==> src/nvm_pkg.sv <==
// constants, offsets and types shared by the nonvolatile access controller
package nvm_pkg;

  // ----------------------------------------------------------------
  // timing
  // ----------------------------------------------------------------
  localparam int CLK_PERIOD_NS = 25;
  localparam int WRITE_TIME_NS = 50000;
  localparam int WRITE_CYCLES  = (WRITE_TIME_NS + CLK_PERIOD_NS - 1) / CLK_PERIOD_NS;
  localparam int PWRT_TIME_NS  = 100000;
  localparam int PWRT_CYCLES   = (PWRT_TIME_NS + CLK_PERIOD_NS - 1) / CLK_PERIOD_NS;

  // ----------------------------------------------------------------
  // register byte offsets
  // ----------------------------------------------------------------
  localparam logic [7:0] OFS_TPTR_LOW   = 8'h00;
  localparam logic [7:0] OFS_TPTR_HIGH  = 8'h04;
  localparam logic [7:0] OFS_TPTR_UPPER = 8'h08;
  localparam logic [7:0] OFS_TLATCH     = 8'h0c;
  localparam logic [7:0] OFS_MEM_CTRL   = 8'h10;
  localparam logic [7:0] OFS_MEM_UNLOCK = 8'h14;
  localparam logic [7:0] OFS_EE_DATA    = 8'h18;
  localparam logic [7:0] OFS_EE_ADDR    = 8'h1c;
  localparam logic [7:0] OFS_PFLAGS2    = 8'h20;
  localparam logic [7:0] OFS_PENABLES2  = 8'h24;
  localparam logic [7:0] OFS_PPRIO2     = 8'h28;
  localparam logic [7:0] OFS_INT_CTRL   = 8'h2c;

  // ----------------------------------------------------------------
  // memory_control field positions, completion flag bit and table pointer upper width
  // ----------------------------------------------------------------
  localparam int BIT_MEM_SEL   = 7;
  localparam int BIT_CFG_SEL   = 6;
  localparam int BIT_UNUSED    = 5;
  localparam int BIT_ROW_ERASE = 4;
  localparam int BIT_WR_ERR    = 3;
  localparam int BIT_WR_EN     = 2;
  localparam int BIT_WR_START  = 1;
  localparam int BIT_RD_START  = 0;
  localparam int BIT_WR_IRQ    = 4;
  localparam int TPTR_UPPER_W  = 5;

  // ----------------------------------------------------------------
  // values
  // ----------------------------------------------------------------
  localparam logic [7:0] UNLOCK_FIRST  = 8'h55;
  localparam logic [7:0] UNLOCK_SECOND = 8'haa;
  localparam logic [7:0] BYTE_RST      = 8'h00;
  localparam logic [7:0] ERASED_BYTE   = 8'hff;
  localparam int         EE_ADDR_W     = 8;

  typedef enum logic [1:0] {LOCK_IDLE, LOCK_FIRST, LOCK_ARMED} unlock_state_t;
  typedef enum logic [1:0] {TGT_EEPROM, TGT_FLASH, TGT_CONFIG} target_t;

endpackage

==> src/nvm_mem_if.sv <==
// link between the controller and the data eeprom array
`timescale 1ns/10ps
`default_nettype none
interface nvm_mem_if #(parameter int AW = 8);
  logic          ce;
  logic [AW-1:0] addr;
  logic [7:0]    wdata;
  logic [7:0]    rdata;
  logic          erase_en;
  logic          prog_en;

  modport ctrl (output ce, output addr, output wdata, output erase_en, output prog_en,
                input rdata);
  modport mem  (input ce, input addr, input wdata, input erase_en, input prog_en,
                output rdata);
endinterface
`default_nettype wire

==> src/nvm_access_control.sv <==
// nonvolatile memory access controller with apb register slave
// How it works
// - byte data register plus separate address register
// - eeprom byte write erases then programs, self-timed
// - bit 7 picks flash or eeprom
// - bit 6 picks configuration space
// - bit 5 always reads zero
// - row erase bit held, self clears when a flash write completes
// - error flag on aborted or improper write
// - select bits kept on error
// - write enable gates writes, cleared at power-up
// - write start bit set only, hardware clears
// - completion sets irq flag, software clears
// - read start one cycle, refused for flash
// - unlock address holds nothing, reads zero
// - flash writes need the unlock sequence too
// - table pointer 21 bits, upper byte five bits
// - 55h then aah then write start
// - start needs prior enable; control, eeprom address and eeprom data registers locked while busy
// - writes blocked during power-up timer
//
// Chosen here: the APB register port and the address map.
`timescale 1ns/10ps
`default_nettype none
module nvm_access_control #(
  parameter int WRITE_CYCLES = nvm_pkg::WRITE_CYCLES,
  parameter int PWRT_CYCLES  = nvm_pkg::PWRT_CYCLES,
  parameter int CNT_W        = 16
) (
  input  wire logic        CLK,
  input  wire logic        RST,
  input  wire logic        CE,
  input  wire logic        WARM_RST,
  input  wire logic        PSEL,
  input  wire logic        PENABLE,
  input  wire logic        PWRITE,
  input  wire logic [7:0]  PADDR,
  input  wire logic [31:0] PWDATA,
  output var  logic [31:0] PRDATA,
  output var  logic        PREADY,
  output var  logic        PSLVERR,
  output var  logic        BUSY,
  output var  logic        WRITE_DONE_FLAG
);

  // ----------------------------------------------------------------
  // state
  // ----------------------------------------------------------------
  logic [7:0]                      tptr_low_ff;
  logic [7:0]                      tptr_high_ff;
  logic [nvm_pkg::TPTR_UPPER_W-1:0] tptr_upper_ff;
  logic [7:0]                      tlatch_ff;
  logic [7:0]                      ee_data_ff;
  logic [nvm_pkg::EE_ADDR_W-1:0]   ee_addr_ff;
  logic [7:0]                      pflags2_ff;
  logic [7:0]                      penables2_ff;
  logic [7:0]                      pprio2_ff;
  logic [7:0]                      int_ctrl_ff;
  logic                            mem_select_ff;
  logic                            config_select_ff;
  logic                            row_erase_ff;
  logic                            write_error_ff;
  logic                            write_enable_ff;
  logic                            write_start_ff;
  logic                            read_start_ff;
  nvm_pkg::target_t                target_ff;
  nvm_pkg::unlock_state_t          lock_ff;
  nvm_pkg::unlock_state_t          nxt_lock;
  logic [CNT_W-1:0]                op_cnt_ff;
  logic [CNT_W-1:0]                pwrt_cnt_ff;
  logic                            pwrt_done_ff;
  logic [31:0]                     prdata_ff;

  // ----------------------------------------------------------------
  // bus decode
  // ----------------------------------------------------------------
  logic       wr_acc;
  logic       rd_setup;
  logic       hit;
  logic [7:0] wbyte;
  logic       ctrl_wr;
  logic       unlock_wr;
  logic       start_req;
  logic       start_ok;
  logic       op_done;
  logic       abort;
  logic [7:0] rd_byte;

  assign wr_acc    = CE & PSEL & PENABLE & PWRITE;
  assign rd_setup  = CE & PSEL & ~PENABLE & ~PWRITE;
  assign wbyte     = PWDATA[7:0];
  assign ctrl_wr   = wr_acc & (PADDR == nvm_pkg::OFS_MEM_CTRL);
  assign unlock_wr = wr_acc & (PADDR == nvm_pkg::OFS_MEM_UNLOCK);

  always_comb begin
    case (PADDR)
      nvm_pkg::OFS_TPTR_LOW, nvm_pkg::OFS_TPTR_HIGH, nvm_pkg::OFS_TPTR_UPPER,
      nvm_pkg::OFS_TLATCH, nvm_pkg::OFS_MEM_CTRL, nvm_pkg::OFS_MEM_UNLOCK,
      nvm_pkg::OFS_EE_DATA, nvm_pkg::OFS_EE_ADDR, nvm_pkg::OFS_PFLAGS2,
      nvm_pkg::OFS_PENABLES2, nvm_pkg::OFS_PPRIO2, nvm_pkg::OFS_INT_CTRL: begin
        hit = 1'b1;
      end
      default: begin
        hit = 1'b0;
      end
    endcase
  end

  assign PREADY  = CE;
  assign PSLVERR = PSEL & PENABLE & ~hit;
  assign PRDATA  = prdata_ff;
  assign BUSY    = write_start_ff;
  assign WRITE_DONE_FLAG = pflags2_ff[nvm_pkg::BIT_WR_IRQ];

  // ----------------------------------------------------------------
  // read mux
  // ----------------------------------------------------------------
  always_comb begin
    case (PADDR)
      nvm_pkg::OFS_TPTR_LOW:   rd_byte = tptr_low_ff;
      nvm_pkg::OFS_TPTR_HIGH:  rd_byte = tptr_high_ff;
      nvm_pkg::OFS_TPTR_UPPER: rd_byte = {3'h0, tptr_upper_ff};
      nvm_pkg::OFS_TLATCH:     rd_byte = tlatch_ff;
      nvm_pkg::OFS_MEM_CTRL:   rd_byte = {mem_select_ff, config_select_ff, 1'b0,
                                          row_erase_ff, write_error_ff, write_enable_ff,
                                          write_start_ff, read_start_ff};
      nvm_pkg::OFS_MEM_UNLOCK: rd_byte = 8'h00;
      nvm_pkg::OFS_EE_DATA:    rd_byte = ee_data_ff;
      nvm_pkg::OFS_EE_ADDR:    rd_byte = ee_addr_ff;
      nvm_pkg::OFS_PFLAGS2:    rd_byte = pflags2_ff;
      nvm_pkg::OFS_PENABLES2:  rd_byte = penables2_ff;
      nvm_pkg::OFS_PPRIO2:     rd_byte = pprio2_ff;
      nvm_pkg::OFS_INT_CTRL:   rd_byte = int_ctrl_ff;
      default:                 rd_byte = 8'h00;
    endcase
  end

  always_ff @(posedge CLK or posedge RST) begin
    if (RST) begin
      prdata_ff <= 32'h0000_0000;
    end else if (rd_setup) begin
      prdata_ff <= {24'h00_0000, rd_byte};
    end
  end

  // ----------------------------------------------------------------
  // power-up timer
  // ----------------------------------------------------------------
  always_ff @(posedge CLK or posedge RST) begin
    if (RST) begin
      pwrt_cnt_ff  <= '0;
      pwrt_done_ff <= 1'b0;
    end else if (CE && !pwrt_done_ff) begin
      pwrt_cnt_ff <= pwrt_cnt_ff + 1'b1;
      if (pwrt_cnt_ff == CNT_W'(PWRT_CYCLES - 1)) begin
        pwrt_done_ff <= 1'b1;
      end
    end
  end

  // ----------------------------------------------------------------
  // unlock sequence
  // ----------------------------------------------------------------
  always_comb begin
    nxt_lock = lock_ff;
    if (wr_acc) begin
      if (unlock_wr && wbyte == nvm_pkg::UNLOCK_FIRST) begin
        nxt_lock = nvm_pkg::LOCK_FIRST;
      end else if (unlock_wr && wbyte == nvm_pkg::UNLOCK_SECOND &&
                   lock_ff == nvm_pkg::LOCK_FIRST) begin
        nxt_lock = nvm_pkg::LOCK_ARMED;
      end else begin
        nxt_lock = nvm_pkg::LOCK_IDLE;
      end
    end
  end

  always_ff @(posedge CLK or posedge RST) begin
    if (RST) begin
      lock_ff <= nvm_pkg::LOCK_IDLE;
    end else if (CE) begin
      if (WARM_RST) begin
        lock_ff <= nvm_pkg::LOCK_IDLE;
      end else begin
        lock_ff <= nxt_lock;
      end
    end
  end

  // ----------------------------------------------------------------
  // write start qualification
  // ----------------------------------------------------------------
  assign start_req = ctrl_wr & wbyte[nvm_pkg::BIT_WR_START] & ~write_start_ff & ~WARM_RST;
  // enable must already be set; same write cannot supply it
  assign start_ok  = start_req & (lock_ff == nvm_pkg::LOCK_ARMED) &
                     write_enable_ff & pwrt_done_ff;
  assign op_done   = write_start_ff & (op_cnt_ff == '0) & ~WARM_RST;
  assign abort     = write_start_ff & WARM_RST;

  // ----------------------------------------------------------------
  // self-timed operation counter and target
  // ----------------------------------------------------------------
  always_ff @(posedge CLK or posedge RST) begin
    if (RST) begin
      op_cnt_ff <= '0;
      target_ff <= nvm_pkg::TGT_EEPROM;
    end else if (CE) begin
      if (start_ok) begin
        op_cnt_ff <= CNT_W'(WRITE_CYCLES - 1);
        if (config_select_ff) begin
          target_ff <= nvm_pkg::TGT_CONFIG;
        end else if (mem_select_ff) begin
          target_ff <= nvm_pkg::TGT_FLASH;
        end else begin
          target_ff <= nvm_pkg::TGT_EEPROM;
        end
      end else if (write_start_ff && op_cnt_ff != '0) begin
        op_cnt_ff <= op_cnt_ff - 1'b1;
      end
    end
  end

  // ----------------------------------------------------------------
  // memory_control bits
  // ----------------------------------------------------------------
  always_ff @(posedge CLK or posedge RST) begin
    if (RST) begin
      mem_select_ff    <= 1'b0;
      config_select_ff <= 1'b0;
      write_enable_ff  <= 1'b0;
      read_start_ff    <= 1'b0;
    end else if (CE) begin
      read_start_ff <= 1'b0;
      if (WARM_RST) begin
        write_enable_ff <= 1'b0;
      end else if (ctrl_wr && !write_start_ff) begin
        mem_select_ff    <= wbyte[nvm_pkg::BIT_MEM_SEL];
        config_select_ff <= wbyte[nvm_pkg::BIT_CFG_SEL];
        write_enable_ff  <= wbyte[nvm_pkg::BIT_WR_EN];
        read_start_ff    <= wbyte[nvm_pkg::BIT_RD_START] & ~read_start_ff &
                            ~wbyte[nvm_pkg::BIT_MEM_SEL] & ~wbyte[nvm_pkg::BIT_CFG_SEL];
      end
    end
  end

  always_ff @(posedge CLK or posedge RST) begin
    if (RST) begin
      row_erase_ff <= 1'b0;
    end else if (CE) begin
      if (WARM_RST) begin
        row_erase_ff <= 1'b0;
      end else if (op_done && target_ff == nvm_pkg::TGT_FLASH) begin
        row_erase_ff <= 1'b0;
      end else if (ctrl_wr && !write_start_ff) begin
        row_erase_ff <= wbyte[nvm_pkg::BIT_ROW_ERASE];
      end
    end
  end

  always_ff @(posedge CLK or posedge RST) begin
    if (RST) begin
      write_start_ff <= 1'b0;
    end else if (CE) begin
      if (abort || op_done) begin
        write_start_ff <= 1'b0;
      end else if (start_ok) begin
        write_start_ff <= 1'b1;
      end
    end
  end

  // error flag: set wins over software write and completion
  always_ff @(posedge CLK or posedge RST) begin
    if (RST) begin
      write_error_ff <= 1'b0;
    end else if (CE) begin
      if (abort || (start_req && !start_ok)) begin
        write_error_ff <= 1'b1;
      end else if (op_done) begin
        write_error_ff <= 1'b0;
      end else if (ctrl_wr && !write_start_ff) begin
        write_error_ff <= wbyte[nvm_pkg::BIT_WR_ERR];
      end
    end
  end

  // ----------------------------------------------------------------
  // eeprom address and data
  // ----------------------------------------------------------------
  nvm_mem_if #(.AW(nvm_pkg::EE_ADDR_W)) ee_bus ();

  assign ee_bus.ce       = CE;
  assign ee_bus.addr     = ee_addr_ff;
  assign ee_bus.wdata    = ee_data_ff;
  assign ee_bus.erase_en = write_start_ff & ~WARM_RST & (target_ff == nvm_pkg::TGT_EEPROM) &
                           (op_cnt_ff == CNT_W'(WRITE_CYCLES - 1));
  assign ee_bus.prog_en  = op_done & (target_ff == nvm_pkg::TGT_EEPROM);

  nvm_eeprom_array #(.AW(nvm_pkg::EE_ADDR_W)) u_array (
    .CLK (CLK),
    .mem (ee_bus)
  );

  always_ff @(posedge CLK or posedge RST) begin
    if (RST) begin
      ee_addr_ff <= '0;
    end else if (CE && wr_acc && PADDR == nvm_pkg::OFS_EE_ADDR && !write_start_ff) begin
      ee_addr_ff <= wbyte[nvm_pkg::EE_ADDR_W-1:0];
    end
  end

  always_ff @(posedge CLK or posedge RST) begin
    if (RST) begin
      ee_data_ff <= nvm_pkg::BYTE_RST;
    end else if (CE) begin
      if (read_start_ff) begin
        ee_data_ff <= ee_bus.rdata;
      end else if (wr_acc && PADDR == nvm_pkg::OFS_EE_DATA && !write_start_ff) begin
        ee_data_ff <= wbyte;
      end
    end
  end

  // ----------------------------------------------------------------
  // table pointer and latch
  // ----------------------------------------------------------------
  always_ff @(posedge CLK or posedge RST) begin
    if (RST) begin
      tptr_low_ff   <= nvm_pkg::BYTE_RST;
      tptr_high_ff  <= nvm_pkg::BYTE_RST;
      tptr_upper_ff <= '0;
      tlatch_ff     <= nvm_pkg::BYTE_RST;
    end else if (CE && wr_acc) begin
      case (PADDR)
        nvm_pkg::OFS_TPTR_LOW:   tptr_low_ff   <= wbyte;
        nvm_pkg::OFS_TPTR_HIGH:  tptr_high_ff  <= wbyte;
        nvm_pkg::OFS_TPTR_UPPER: tptr_upper_ff <= wbyte[nvm_pkg::TPTR_UPPER_W-1:0];
        nvm_pkg::OFS_TLATCH:     tlatch_ff     <= wbyte;
        default: begin
        end
      endcase
    end
  end

  // ----------------------------------------------------------------
  // interrupt related registers
  // ----------------------------------------------------------------
  always_ff @(posedge CLK or posedge RST) begin
    if (RST) begin
      penables2_ff <= nvm_pkg::BYTE_RST;
      pprio2_ff    <= nvm_pkg::BYTE_RST;
      int_ctrl_ff  <= nvm_pkg::BYTE_RST;
    end else if (CE && wr_acc) begin
      case (PADDR)
        nvm_pkg::OFS_PENABLES2: penables2_ff <= wbyte;
        nvm_pkg::OFS_PPRIO2:    pprio2_ff    <= wbyte;
        nvm_pkg::OFS_INT_CTRL:  int_ctrl_ff  <= wbyte;
        default: begin
        end
      endcase
    end
  end

  // completion flag: hardware set wins over software write
  generate
    for (genvar b = 0; b < 8; b++) begin : g_pflag
      if (b == nvm_pkg::BIT_WR_IRQ) begin : g_irq
        always_ff @(posedge CLK or posedge RST) begin
          if (RST) begin
            pflags2_ff[b] <= 1'b0;
          end else if (CE) begin
            if (op_done) begin
              pflags2_ff[b] <= 1'b1;
            end else if (wr_acc && PADDR == nvm_pkg::OFS_PFLAGS2) begin
              pflags2_ff[b] <= wbyte[b];
            end
          end
        end
      end else begin : g_plain
        always_ff @(posedge CLK or posedge RST) begin
          if (RST) begin
            pflags2_ff[b] <= 1'b0;
          end else if (CE && wr_acc && PADDR == nvm_pkg::OFS_PFLAGS2) begin
            pflags2_ff[b] <= wbyte[b];
          end
        end
      end
    end
  endgenerate

endmodule
`default_nettype wire

==> src/nvm_eeprom_array.sv <==
// byte wide data eeprom storage with erase and program strobes
`timescale 1ns/10ps
`default_nettype none
module nvm_eeprom_array #(
  parameter int AW = 8
) (
  input wire logic CLK,
  nvm_mem_if.mem   mem
);
  logic [7:0] cells [2**AW];

  assign mem.rdata = cells[mem.addr];

  // ----------------------------------------------------------------
  // erase first, program later
  // ----------------------------------------------------------------
  always_ff @(posedge CLK) begin
    if (mem.ce) begin
      if (mem.erase_en) begin
        cells[mem.addr] <= nvm_pkg::ERASED_BYTE;
      end else if (mem.prog_en) begin
        cells[mem.addr] <= mem.wdata;
      end
    end
  end
endmodule
`default_nettype wire

==> config.mk <==
export PLATFORM = sky130hd
export DESIGN_NAME = nvm_access_control
export DESIGN_NICKNAME = d
export VERILOG_FILES = /design/src/nvm_pkg.sv /design/src/nvm_mem_if.sv /design/src/nvm_access_control.sv /design/src/nvm_eeprom_array.sv
export SDC_FILE = /design/constraint.sdc
export NUM_CORES = 2
export LEC_CHECK = 0
export ABC_AREA = 1
export BUFFER_PORTS_ARGS = -buffer_cell sky130_fd_sc_hd__buf_2
export CAP_MARGIN = 20
export CORE_MARGIN = 2
export CORE_UTILIZATION = 55
export DETAILED_ROUTE_END_ITERATION = 10
export GPL_TIMING_DRIVEN = 1
export PLACE_DENSITY_LB_ADDON = 0.08
export SYNTH_ARGS = -nofsm -noshare
export SYNTH_HDL_FRONTEND = slang
export SYNTH_SLANG_ARGS = --single-unit
==> constraint.sdc <==
create_clock -name CLK -period 9.4 [get_ports CLK]
set_clock_uncertainty 0.15 [all_clocks]
set_input_delay 0 -clock CLK [delete_from_list [all_inputs] [get_ports CLK]]
set_output_delay 0 -clock CLK [all_outputs]
set_load 0.1 [all_outputs]
==> impl_table.tex <==
\begin{tabular}{lr}
\hline
Metric & Value \\
\hline
\multicolumn{2}{l}{\textbf{GRT}} \\
Aggregate global routing overflow & 0 \\
Initial antenna violation count & 3 \\
Overall global routing resource usage & 28.6\% \\
Wire length of the first global-routing pass & 342 mm \\
Largest net degree at the start of global routing & roughly 230 \\
Via count of the first global-routing pass & between 50000 and 60000 \\
\multicolumn{2}{l}{\textbf{Synth}} \\
Number of instances in the synthesized netlist & 6919 \\
Synth top cells by count & sky130\_fd\_sc\_hd\_\_nand2\_1, sky130\_fd\_sc\_hd\_\_edfxtp\_1, sky130\_fd\_sc\_hd\_\_a22oi\_1 \\
Cell types occupying the most area after synthesis & sky130\_fd\_sc\_hd\_\_edfxtp\_1, sky130\_fd\_sc\_hd\_\_nand2\_1, sky130\_fd\_sc\_hd\_\_a22oi\_1 \\
Post-synth top area cell & sky130\_fd\_sc\_hd\_\_edfxtp\_1 \\
Number of distinct library cell variants in the gate-level netlist after synthesis & 54 \\
Post-synthesis sequential area ratio & 74.9\% \\
Mapped cell area & slightly below 90000 sq um \\
Post-synth top flop & sky130\_fd\_sc\_hd\_\_edfxtp\_1 \\
FFs w/ async S/R, synth & just under 6\% \\
Number of warnings reported in the yosys synthesis log & 0 \\
Avg Cell Area, Syn & about 12 sq um \\
Post-synth EDFFs & 2048 \\
Number of storage elements in the synthesis netlist & 2177 \\
Most numerous cell in the Yosys netlist & sky130\_fd\_sc\_hd\_\_nand2\_1 \\
Synth top area share & 71.1\% \\
\multicolumn{2}{l}{\textbf{Critical path}} \\
Most frequent cell on the critical path & sky130\_fd\_sc\_hd\_\_nand2\_1 \\
Setup Crit Path Kind & register to register \\
Crit path capture type & register \\
CP Launch Type & register \\
Critical Path AT & 6020 ps \\
Library cell contributing the largest single delay on the critical path & sky130\_fd\_sc\_hd\_\_buf\_4 \\
Largest fanout on the critical path & between 50 and 60 \\
Required arrival time at the worst endpoint & approximately 10000 ps \\
Maximum cell stage delay along the critical path & approximately 660 ps \\
Series of cell instances along the critical path & buf\_4 -> buf\_4 -> nand2\_1 -> inv\_8 -> buf\_4 -> buf\_4 -> nand2\_1 -> nand3\_1 -> nand2\_1 -> nand2\_1 -> nor2\_1 -> nor2\_1 -> nor2\_1 -> nand2\_1 -> nand2\_1 -> nand2\_1 -> o21ai\_0 -> a21oi\_1 -> dlygate4sd3\_1 \\
\multicolumn{2}{l}{\textbf{Clock network}} \\
Hold buffers post-CTS & 52 \\
Number of post-CTS setup repair buffers & 0 \\
Clock slew seen by the registers of the worst setup and hold paths & 60 ps \\
Level count of the clock H-tree & 4 \\
CTS Root Cell & sky130\_fd\_sc\_hd\_\_clkbuf\_16 \\
Number of gates resized after cts & 0 \\
Clock tree sinks & 2177 \\
CTS Buffer Depth & 3 \\
Num CTS Buffers & around 210 \\
CTS tree & done \\
Insertion delay of the later-clocked pin in the worst-skew pair & roughly 830 ps \\
\multicolumn{2}{l}{\textbf{STA}} \\
Worst slew margin relative to its limit & a little under a fifth \\
Slew @ Worst Pin & roughly 1200 ps \\
Setup-violating endpoint count in the final report & 0 \\
Final cycle utilization of the critical path & 57.7\% \\
RSZ-0062 raised after global routing & no \\
Setup total negative slack & 0 ps \\
Maximum achievable frequency & 185 MHz \\
Final Hold Viols & 0 \\
Worst Setup Slack, final & roughly 4000 ps \\
Clock period minus final worst setup slack & $\sim$5400 ps \\
Total count of max-transition violations in the final report & 0 \\
\multicolumn{2}{l}{\textbf{Place}} \\
Worst-case setup slack after placement & approximately 4500 ps \\
Post-DP HPWL & $\sim$120 mm \\
Number of I/O port buffers & 34 \\
Placer's final routability congestion estimate & 0.851 \\
\multicolumn{2}{l}{\textbf{Pwr}} \\
Peak ir drop on the vdd network & 0.172 mV \\
Power share of the sequential group & 55.4\% \\
Power per Cell Area & about 200 nW/um\^{}2 \\
Share of total power consumed by net switching & 20.5\% \\
Share of power burned in combinational logic & 1.5\% \\
Total leakage power & 39.1 nW \\
Internal cell power & 15.1 mW \\
Part of the total power dissipated in the clock network & around 43\% \\
Power spent charging and discharging nets & 3.90 mW \\
Total power of the final layout & 19.0 mW \\
\multicolumn{2}{l}{\textbf{Run status}} \\
Run status & finished, final reports clean \\
\multicolumn{2}{l}{\textbf{Job}} \\
Count of maximum capacitance violations & 0 \\
\multicolumn{2}{l}{\textbf{Detailed routing}} \\
Detailed-route DRC error count & 0 \\
Post-detailed-routing wire length & 231 mm \\
Via total after detailed routing & 54200 \\
Number of antenna-violating nets in the routed design & 0 \\
Routed wire per std cell & 25.2 um \\
Mean number of vias per cell & approximately 5.9 \\
Detailed Route Iter0 Violations & 5980 \\
DR pass1 iterations & 6 \\
\multicolumn{2}{l}{\textbf{Floorplanning}} \\
Y dimension of the die & 401 um \\
Die width & $\sim$400 um \\
Cell row count & 145 \\
IO Count & 83 \\
Initial core utilization & 55.4\% \\
Die Outline Area & about 160000 sq um \\
Floorplan core area & about 160000 sq um \\
\multicolumn{2}{l}{\textbf{Layout}} \\
Final net count & roughly 7000 \\
Area grow syn2layout & 10.5\% \\
Layout cells sized above 1 & 7.90\% \\
Diodes inserted & 0 \\
\multicolumn{2}{l}{\textbf{Worst hold path}} \\
Kind of path behind the tightest hold check & input port to register \\
\hline
\end{tabular}
-- state kept, by name, indices dropped and copies added (netlist names), 2 cells and up --
signal and count:
op_cnt_ff 16, int_ctrl_ff 8, tptr_low_ff 8, ee_bus.wdata 8
pflags2_ff 7, penables2_ff 8, pprio2_ff 8, tptr_high_ff 8
tlatch_ff 8, PRDATA 8, target_ff 2, pwrt_cnt_ff 16
ee_addr_ff 8, tptr_upper_ff 5, u_array.cells 2048, lock_ff 2
-- cell usage in the layout (no fill, tap or decap), types with 13 or more instances in the layout --
cell type / netlist / routed
sky130_fd_sc_hd__a21oi_1: 44 / 44
sky130_fd_sc_hd__a22oi_1: 431 / 431
sky130_fd_sc_hd__buf_12: 1 / 14
sky130_fd_sc_hd__buf_2: 175 / 34
sky130_fd_sc_hd__buf_4: 34 / 61
sky130_fd_sc_hd__clkbuf_1: 130 / 51
sky130_fd_sc_hd__clkbuf_16: 0 / 215
sky130_fd_sc_hd__clkinv_1: 2 / 48
sky130_fd_sc_hd__clkinv_2: 0 / 49
sky130_fd_sc_hd__conb_1: 1 / 24
sky130_fd_sc_hd__dfrtp_1: 129 / 127
sky130_fd_sc_hd__dlygate4sd3_1: 0 / 52
sky130_fd_sc_hd__edfxtp_1: 2048 / 2048
sky130_fd_sc_hd__inv_1: 111 / 110
sky130_fd_sc_hd__nand2_1: 2652 / 2645
sky130_fd_sc_hd__nand3_1: 71 / 65
sky130_fd_sc_hd__nand4_1: 247 / 247
sky130_fd_sc_hd__nor2_1: 427 / 421
sky130_fd_sc_hd__nor2_2: 86 / 87
sky130_fd_sc_hd__nor3_1: 13 / 13
sky130_fd_sc_hd__o21ai_0: 146 / 146
sky130_fd_sc_hd__xor2_1: 13 / 13
-- kinds of logic (layout without fill, tap and decap cells) --
kind of cell / after synthesis / after routing / synth area share (%)
flip-flops: 2177 / 2177 / 74.9
AND/OR/NAND/NOR: 3537 / 3537 / 16.8
adder cells (fa/ha/maj): 4 / 4 / 0.0579
multiplexers: 1 / 1 / 0.0130
buffers and inverters: 504 / 679 / 2.75
other: 1 / 24 / 0.00434
XOR/XNOR: 15 / 15 / 0.152
AO/OA/AOI/OAI: 680 / 680 / 5.35
-- stage by stage --
| step | cells | utilization, % | cell area [sq um] | hold WS, ps |
|---|---|---|---|---|
| after CTS | 9169 | 61.1 | 95400 | 13.5 |
| final | 9175 | 61.2 | 95600 | 74.7 |
| after detailed placement | 8722 | 56.5 | 88200 | 0.692 |
| after global routing | 9175 | 61.2 | 95600 | 117 |
| after global placement | 8722 | 56.5 | 88200 | -6.16 |
| after floorplan | 6942 | - | 86600 | 15.7 |
-- power groups by stage --
| stage | Sequential (mW) | Clock, mW | Combinational (mW) |
|---|---|---|---|
| after floorplan | 10.7 | 0 | 0.201 |
| after global placement | 10.7 | 0 | 0.269 |
| after detailed placement | 10.7 | 0 | 0.272 |
| after CTS | 10.5 | 8.28 | 0.288 |
| after global routing | 10.5 | 8.65 | 0.316 |
| final | 10.5 | 8.20 | 0.289 |
-- critical path: cells and delay by family, from the launching register on --
family | cells | cell delay [ps]
buffers and inverters | 6 | 2950
and+or+nand+nor | 11 | 1210
DFF | 1 | 630
AOI/OAI and AO/OA | 2 | 310
-- final timing paths --
path | from | end | slack, ps | cells past startpoint
max in group asynchronous | RST | ee_addr_ff[0] | 7280 | 5
hold / removal | PWDATA[5] | pflags2_ff[5] | 70 | 4
hold reg to reg | pwrt_cnt_ff[9] | pwrt_cnt_ff[9] | 320 | 1
min in group asynchronous | RST | PRDATA[3] | 260 | 4
setup / recovery | ee_addr_ff[0] | ee_bus.wdata[0] | 3980 | 19
setup reg to reg | ee_addr_ff[0] | ee_bus.wdata[0] | 3980 | 19
-- final cells by class --
type / instances / area (sq um)
clock inverter: 125 / 1030
fill: 12200 / 60600
sequential: 2177 / 64700
timing repair buffer: 165 / 1540
tap: 2058 / 2570
inverter: 119 / 469
clock buffer: 270 / 5630
multi-input combinational: 4261 / 19600
-- metal layers --
| metal | routed length (um) | GRT usage (%) | share of wire [%] |
|---|---|---|---|
| met5 | 8 | 0 | 0.0035 |
| met4 | 6950 | 8.81 | 3.0 |
| met3 | 19600 | 4.75 | 8.5 |
| met2 | 107000 | 44.6 | 46 |
| met1 | 97600 | 41.8 | 42 |
(Power assumes the default switching activity.)
